File: config.mk
export PLATFORM = sky130hd
export DESIGN_NAME = cfs_status_regs
export DESIGN_NICKNAME = d
export VERILOG_FILES = /design/src/cfs_pkg.sv /design/src/cfs_status_regs.sv
export SDC_FILE = /design/constraint.sdc
export NUM_CORES = 1
export LEC_CHECK = 0
export BUFFER_PORTS_ARGS = -buffer_cell sky130_fd_sc_hd__buf_2
export CAP_MARGIN = 20
export CORE_MARGIN = 5
export CORE_UTILIZATION = 25
export DETAILED_ROUTE_END_ITERATION = 8
export SYNTH_ARGS = -nofsm -noshare
export SYNTH_HDL_FRONTEND = slang
export SYNTH_SLANG_ARGS = --single-unit
File: constraint.sdc
create_clock -name ref_clk -period 1.3 [get_ports ref_clk]
set_input_delay 0.13 -clock ref_clk [delete_from_list [all_inputs] [get_ports ref_clk]]
set_output_delay 0.13 -clock ref_clk [all_outputs]
set_load 0.01 [all_outputs]
File: src/cfs_pkg.sv
// constants for the charger fault status register bank
package cfs_pkg;
  localparam int unsigned CFS_ADDR_W = 8;
  localparam int unsigned CFS_DATA_W = 8;

  // register offsets
  localparam logic [7:0] CFS_OFF_TEMP_OTG = 8'h1f;
  localparam logic [7:0] CFS_OFF_PROT_FIRST = 8'h20;
  localparam logic [7:0] CFS_OFF_PROT_SECOND = 8'h21;

  // values after reset
  localparam logic [7:0] CFS_RST_TEMP_OTG = 8'h00;
  localparam logic [7:0] CFS_RST_PROT_FIRST = 8'h00;
  localparam logic [7:0] CFS_RST_PROT_SECOND = 8'h00;
  localparam logic [7:0] CFS_RDATA_UNMAPPED = 8'h00;

  // field positions, temperature and boost register
  localparam int unsigned CFS_B_BOOST_LOW = 4;
  localparam int unsigned CFS_B_COLD = 3;
  localparam int unsigned CFS_B_COOL = 2;
  localparam int unsigned CFS_B_WARM = 1;
  localparam int unsigned CFS_B_HOT = 0;

  // field positions, first protection register
  localparam int unsigned CFS_B_DISCHG_REG = 7;
  localparam int unsigned CFS_B_BUS_OVP = 6;
  localparam int unsigned CFS_B_BAT_OVP = 5;
  localparam int unsigned CFS_B_IN_OCP = 4;
  localparam int unsigned CFS_B_BAT_OCP = 3;
  localparam int unsigned CFS_B_CONV_OCP = 2;
  localparam int unsigned CFS_B_ADP2_OVP = 1;
  localparam int unsigned CFS_B_ADP1_OVP = 0;

  // field positions, second protection register
  localparam int unsigned CFS_B_SYS_SHORT = 7;
  localparam int unsigned CFS_B_SYS_OVP = 6;
  localparam int unsigned CFS_B_BOOST_OVP = 5;
  localparam int unsigned CFS_B_BOOST_UVP = 4;
  localparam int unsigned CFS_B_TSHUT = 2;

  // masks of implemented bits; all others read zero
  localparam logic [7:0] CFS_MASK_TEMP_OTG = 8'h1f;
  localparam logic [7:0] CFS_MASK_PROT_FIRST = 8'hff;
  localparam logic [7:0] CFS_MASK_PROT_SECOND = 8'hf4;
endpackage

File: src/cfs_status_regs.sv
// read-only charger temperature and protection status registers
`timescale 1ns/1ps

// How it works
// [RULE1] bit 4 at 0x1f is one while battery is too low for boost output
// [RULE2] bit 3 at 0x1f is one while temperature is in the cold zone
// [RULE3] bit 2 at 0x1f is one while temperature is in the cool zone
// [RULE4] bit 1 at 0x1f is one while temperature is in the warm zone
// [RULE5] bit 0 at 0x1f is one while temperature is in the hot zone
// [RULE6] bit 7 at 0x20 is one while battery discharge current is regulated
// [RULE7] bits 6, 1, 0 at 0x20 show bus, second and first adapter over-voltage
// [RULE8] bit 5 at 0x20 is one while battery over-voltage protection is active
// [RULE9] bit 4 at 0x20 is one while input over-current protection is active
// [RULE10] bit 3 at 0x20 is one while battery over-current protection is active
// [RULE11] bit 2 at 0x20 is one while the converter is in over-current protection
// [RULE12] bit 7 at 0x21 is one while system rail short protection is active
// [RULE13] bit 6 at 0x21 is one while system rail over-voltage protection is active
// [RULE14] bit 5 at 0x21 is one while the boost output is over-voltage
// [RULE15] bit 4 at 0x21 is one while the boost output is under-voltage
// [RULE16] bit 2 at 0x21 is one during thermal shutdown; bits 3, 1, 0 reserved
// [RULE17] all bits read-only, zero after reset, reserved bits always zero
// [RULE18] bits follow live condition levels, writes never change read values
module cfs_status_regs
  import cfs_pkg::*;
(
  input wire logic ref_clk,
  input wire logic nrst,
  input wire logic [CFS_ADDR_W-1:0] reg_addr,
  input wire logic reg_rd,
  input wire logic reg_wr,
  input wire logic [CFS_DATA_W-1:0] reg_wdata,
  output logic [CFS_DATA_W-1:0] reg_rdata,
  output logic reg_ack,
  output logic reg_hit,
  input wire logic battery_too_low_for_boost,
  input wire logic temp_zone_cold,
  input wire logic temp_zone_cool,
  input wire logic temp_zone_warm,
  input wire logic temp_zone_hot,
  input wire logic discharge_current_regulating,
  input wire logic bus_input_overvoltage,
  input wire logic battery_overvoltage,
  input wire logic input_overcurrent,
  input wire logic battery_overcurrent,
  input wire logic converter_overcurrent,
  input wire logic second_adapter_overvoltage,
  input wire logic first_adapter_overvoltage,
  input wire logic system_rail_short,
  input wire logic system_rail_overvoltage,
  input wire logic boost_output_overvoltage,
  input wire logic boost_output_undervoltage,
  input wire logic thermal_shutdown_active
);

  logic [7:0] temp_otg_q;
  logic [7:0] temp_otg_d;
  logic [7:0] prot_first_q;
  logic [7:0] prot_first_d;
  logic [7:0] prot_second_q;
  logic [7:0] prot_second_d;
  logic [7:0] rdata_q;
  logic [7:0] rdata_d;
  logic ack_q;
  logic ack_d;
  logic hit_q;
  logic hit_d;
  logic addr_ok;

  // live condition capture; writes have no path into these
  always_comb begin
    temp_otg_d = CFS_RST_TEMP_OTG;
    temp_otg_d[CFS_B_BOOST_LOW] = battery_too_low_for_boost; // [RULE1] [RULE18]
    temp_otg_d[CFS_B_COLD] = temp_zone_cold; // [RULE2]
    temp_otg_d[CFS_B_COOL] = temp_zone_cool; // [RULE3]
    temp_otg_d[CFS_B_WARM] = temp_zone_warm; // [RULE4]
    temp_otg_d[CFS_B_HOT] = temp_zone_hot; // [RULE5]
    temp_otg_d = temp_otg_d & CFS_MASK_TEMP_OTG; // [RULE17]

    prot_first_d = CFS_RST_PROT_FIRST;
    prot_first_d[CFS_B_DISCHG_REG] = discharge_current_regulating; // [RULE6]
    prot_first_d[CFS_B_BUS_OVP] = bus_input_overvoltage; // [RULE7]
    prot_first_d[CFS_B_ADP2_OVP] = second_adapter_overvoltage; // [RULE7]
    prot_first_d[CFS_B_ADP1_OVP] = first_adapter_overvoltage; // [RULE7]
    prot_first_d[CFS_B_BAT_OVP] = battery_overvoltage; // [RULE8]
    prot_first_d[CFS_B_IN_OCP] = input_overcurrent; // [RULE9]
    prot_first_d[CFS_B_BAT_OCP] = battery_overcurrent; // [RULE10]
    prot_first_d[CFS_B_CONV_OCP] = converter_overcurrent; // [RULE11]
    prot_first_d = prot_first_d & CFS_MASK_PROT_FIRST;

    prot_second_d = CFS_RST_PROT_SECOND;
    prot_second_d[CFS_B_SYS_SHORT] = system_rail_short; // [RULE12]
    prot_second_d[CFS_B_SYS_OVP] = system_rail_overvoltage; // [RULE13]
    prot_second_d[CFS_B_BOOST_OVP] = boost_output_overvoltage; // [RULE14]
    prot_second_d[CFS_B_BOOST_UVP] = boost_output_undervoltage; // [RULE15]
    prot_second_d[CFS_B_TSHUT] = thermal_shutdown_active; // [RULE16]
    prot_second_d = prot_second_d & CFS_MASK_PROT_SECOND; // [RULE16] [RULE17]
  end

  always_ff @(posedge ref_clk) begin
    if (!nrst) begin
      temp_otg_q <= CFS_RST_TEMP_OTG; // [RULE17]
      prot_first_q <= CFS_RST_PROT_FIRST; // [RULE17]
      prot_second_q <= CFS_RST_PROT_SECOND; // [RULE17]
    end else begin
      temp_otg_q <= temp_otg_d;
      prot_first_q <= prot_first_d;
      prot_second_q <= prot_second_d;
    end
  end

  // register access port; write data is accepted and dropped
  always_comb begin
    addr_ok = 1'b0;
    rdata_d = rdata_q;
    ack_d = reg_rd | reg_wr;
    hit_d = 1'b0;
    case (reg_addr)
      CFS_OFF_TEMP_OTG: begin
        addr_ok = 1'b1;
      end
      CFS_OFF_PROT_FIRST: begin
        addr_ok = 1'b1;
      end
      CFS_OFF_PROT_SECOND: begin
        addr_ok = 1'b1;
      end
      default: begin
        addr_ok = 1'b0;
      end
    endcase
    if (reg_rd | reg_wr) begin
      hit_d = addr_ok;
    end
    if (reg_rd) begin
      case (reg_addr)
        CFS_OFF_TEMP_OTG: begin
          rdata_d = temp_otg_q;
        end
        CFS_OFF_PROT_FIRST: begin
          rdata_d = prot_first_q;
        end
        CFS_OFF_PROT_SECOND: begin
          rdata_d = prot_second_q;
        end
        default: begin
          rdata_d = CFS_RDATA_UNMAPPED;
        end
      endcase
    end
  end

  always_ff @(posedge ref_clk) begin
    if (!nrst) begin
      rdata_q <= CFS_RDATA_UNMAPPED;
      ack_q <= 1'b0;
      hit_q <= 1'b0;
    end else begin
      rdata_q <= rdata_d;
      ack_q <= ack_d;
      hit_q <= hit_d;
    end
  end

  assign reg_rdata = rdata_q;
  assign reg_ack = ack_q;
  assign reg_hit = hit_q;
endmodule

==> impl_metrics.py <==
metrics = {
    "placement": {
        "place_congestion": 0.744,
        "portBuffers": 39,
        "hpwl_um": 1630,
        "place_ws_ps": -130,
        "placed_cell_area_um2": 1220,
    },
    "synthesis": {
        "ys_seq_area_frac": 0.586,
        "synthesis.nets": 124,
        "synth_cell_types": 23,
        "syn_avg_cell_area_um2": 11.1,
        "synthCells": 86,
        "synth_warnings": 0,
        "synthFlopType": "dfxtp_1",
        "synth_edf_count": 0,
        "synth_seq_cells": 28,
        "async_reset_ff_frac": 0,
        "synth_area_um2": 957,
    },
    "hold_path": {
        "hold_path.class": "input port to flop",
    },
    "timing": {
        "setup_viol": 0,
        "max_freq_ghz": 0.866,
        "relSlewSlack": 0.635,
        "tns_ps": 0,
        "period_share": 0.888,
        "worst_slew_pin_slew_ps": 546,
        "layout_setup_ws_ps": 146,
        "min_period_ps": 1150,
        "hold_viol": 0,
        "finalMaxSlewViolations": 0,
        "skew_ps": 1.92,
        "rsz0062_at_grt": "no",
    },
    "worst_setup_path": {
        "worstPathRequired_ps": 1510,
        "path_class": "input port to flop",
        "r2r_slack_ps": 450,
        "reg2reg_from": "prot_second_q[4]",
        "critical_path_peak_fanout": 5,
        "end_kind": "flop",
        "cp-endpoint": "reg_rdata[0]",
        "cp.arrival_ps": 1370,
        "ff2ff_path_depth": 3,
        "critPathLaunchType": "input port",
        "critPathLaunch": "reg_addr[4]",
        "reg2reg_to": "reg_rdata[4]",
    },
    "final_layout": {
        "final_cell_mix": "39 x buf_2, 28 x dfxtp_1, 20 x and2_1",
        "syn2layout_area_growth_pct": 32.0,
        "nets": 168,
        "fin_area_um2": 1260,
        "final_common_cell": "buf_2",
        "drive_above_1_share": 0.391,
        "fin_util": 0.343,
        "antennaDiodeCount": 0,
    },
    "detailed_routing": {
        "wire_per_inst_um": 11.6,
        "finalWirelength_um": 2050,
        "num_vias": 718,
        "drtPass1Iterations": 3,
        "viasPerCell": 4.08,
        "drtIter0Drc": 15,
        "ant_nets": 0,
        "drc": 0,
    },
    "power": {
        "p_seq_frac": 0.617,
        "combPwrFrac": 0.078,
        "ir_worst_vdd_uv": 553,
        "swShare": 0.202,
        "p_leak_nw": 0.573,
        "p_clk_frac": 0.305,
        "internal_power_w": 0.00116,
        "switching_power_w": 0.000294,
        "powerDensity_nw_per_um2": 1150,
    },
    "clocking": {
        "cts_setup_buffers": 0,
        "ctsRootBufferMaster": "clkbuf_8",
        "cts.sinks": 28,
        "hold_buffers": 0,
        "clockBufferDepth": 2,
        "numCtsBuffers": 3,
        "clk_pin_slew_ps": 90,
        "cts_tree": "built",
        "worstSkewPairLatency_ps": 260,
        "cts-resized-gates": 0,
        "htreeDepth": 1,
    },
    "floorplan": {
        "die_x_um": 71.9,
        "die_area_um2": 5170,
        "dieHeight_um": 71.9,
        "core_um2": 3690,
        "num_rows": 22,
        "start_util": 0.259,
        "io_pins": 48,
    },
    "global_routing": {
        "grt_max_degree": 20,
        "grt_pass1_wl_um": 3310,
        "grt_remaining_overflow": 0,
        "grt_pass1_vias": 726,
        "grtUsageTotal": 0.0824,
        "antenna_found_initial": 0,
    },
    "flow_run": {
        "maxCapViolations": 0,
    },
    "outcome": {
        "status": "finished, final reports clean",
    },
}
-- routing by layer --
metal,up-vias,global-route usage,part of all wire
met4,0,0.0313,0.012
met1,311,0.0980,0.43
met5,-,0,0
met2,24,0.132,0.47
met3,5,0.0351,0.085
li1,378,-,-
-- area by class of cell --
| cell class | count | area (um2) |
|---|---|---|
| Fill cell | 405 | 2420 |
| Sequential cell | 28 | 561 |
| Multi-Input combinational cell | 54 | 380 |
| Timing Repair Buffer | 42 | 218 |
| Tap cell | 48 | 60.1 |
| Clock buffer | 3 | 41.3 |
| Inverter | 1 | 3.75 |
-- cells in the mapped netlist, drive strengths merged, types with 2 or more instances --
cell,number,share of area
nor4,4,0.033
clkbuf,2,0.0078
and2,21,0.14
a221o,4,0.042
o21ai,3,0.016
mux2i,5,0.052
or2,2,0.013
dfxtp,28,0.59
nand2,5,0.020
-- worst max-delay path: stages --
cell and delay [ps]:
buf_2 100, or4b_4 570, nor4_2 360, a221o_1 200
-- power by group through the flow --
stage | logic, W | clock network (W) | registers, W
4_1_cts | 0.000116 | 0.000462 | 0.000898
2_1_floorplan | 0.0000519 | 0 | 0.000916
3_5_place_dp | 0.000116 | 0 | 0.000918
3_3_place_gp | 0.000113 | 0 | 0.000917
5_1_grt | 0.000127 | 0.000495 | 0.000900
6_report | 0.000113 | 0.000444 | 0.000897
-- per-stage QoR --
step,hold slack [ps],instances,total power (W)
final,62.9,176,0.00145
after global routing,56.3,176,0.00152
after CTS,58.5,176,0.00148
after detailed placement,338,173,0.00103
after global placement,336,173,0.00103
after floorplan,257,86,0.000968
-- kinds of logic after synthesis --
logic type,count (synthesis),share of synthesized area
mux,5,0.0523
compound gates,10,0.0797
buf+inv,4,0.0170
simple gates,39,0.265
flops,28,0.586
-- how the worst min path moves through the flow --
stage	startpoint	end	slack (ps)	depth (start not counted)
3_3_place_gp	input_overcurrent	prot_first_q[4]	340	2
4_1_cts	temp_zone_hot	temp_otg_q[0]	60	2
5_1_grt	second_adapter_overvoltage	prot_first_q[1]	60	2
6_report	temp_zone_hot	temp_otg_q[0]	60	2
3_5_place_dp	temp_zone_hot	temp_otg_q[0]	340	2
2_1_floorplan	first_adapter_overvoltage	prot_first_q[0]	260	1
-- registers in the layout (all words and copies together) (netlist names) --
register and count:
prot_first_q 8, prot_second_q 5, reg_ack 1, reg_hit 1, reg_rdata 8, temp_otg_q 5
No activity file was read; power rests on OpenSTA's default activity.
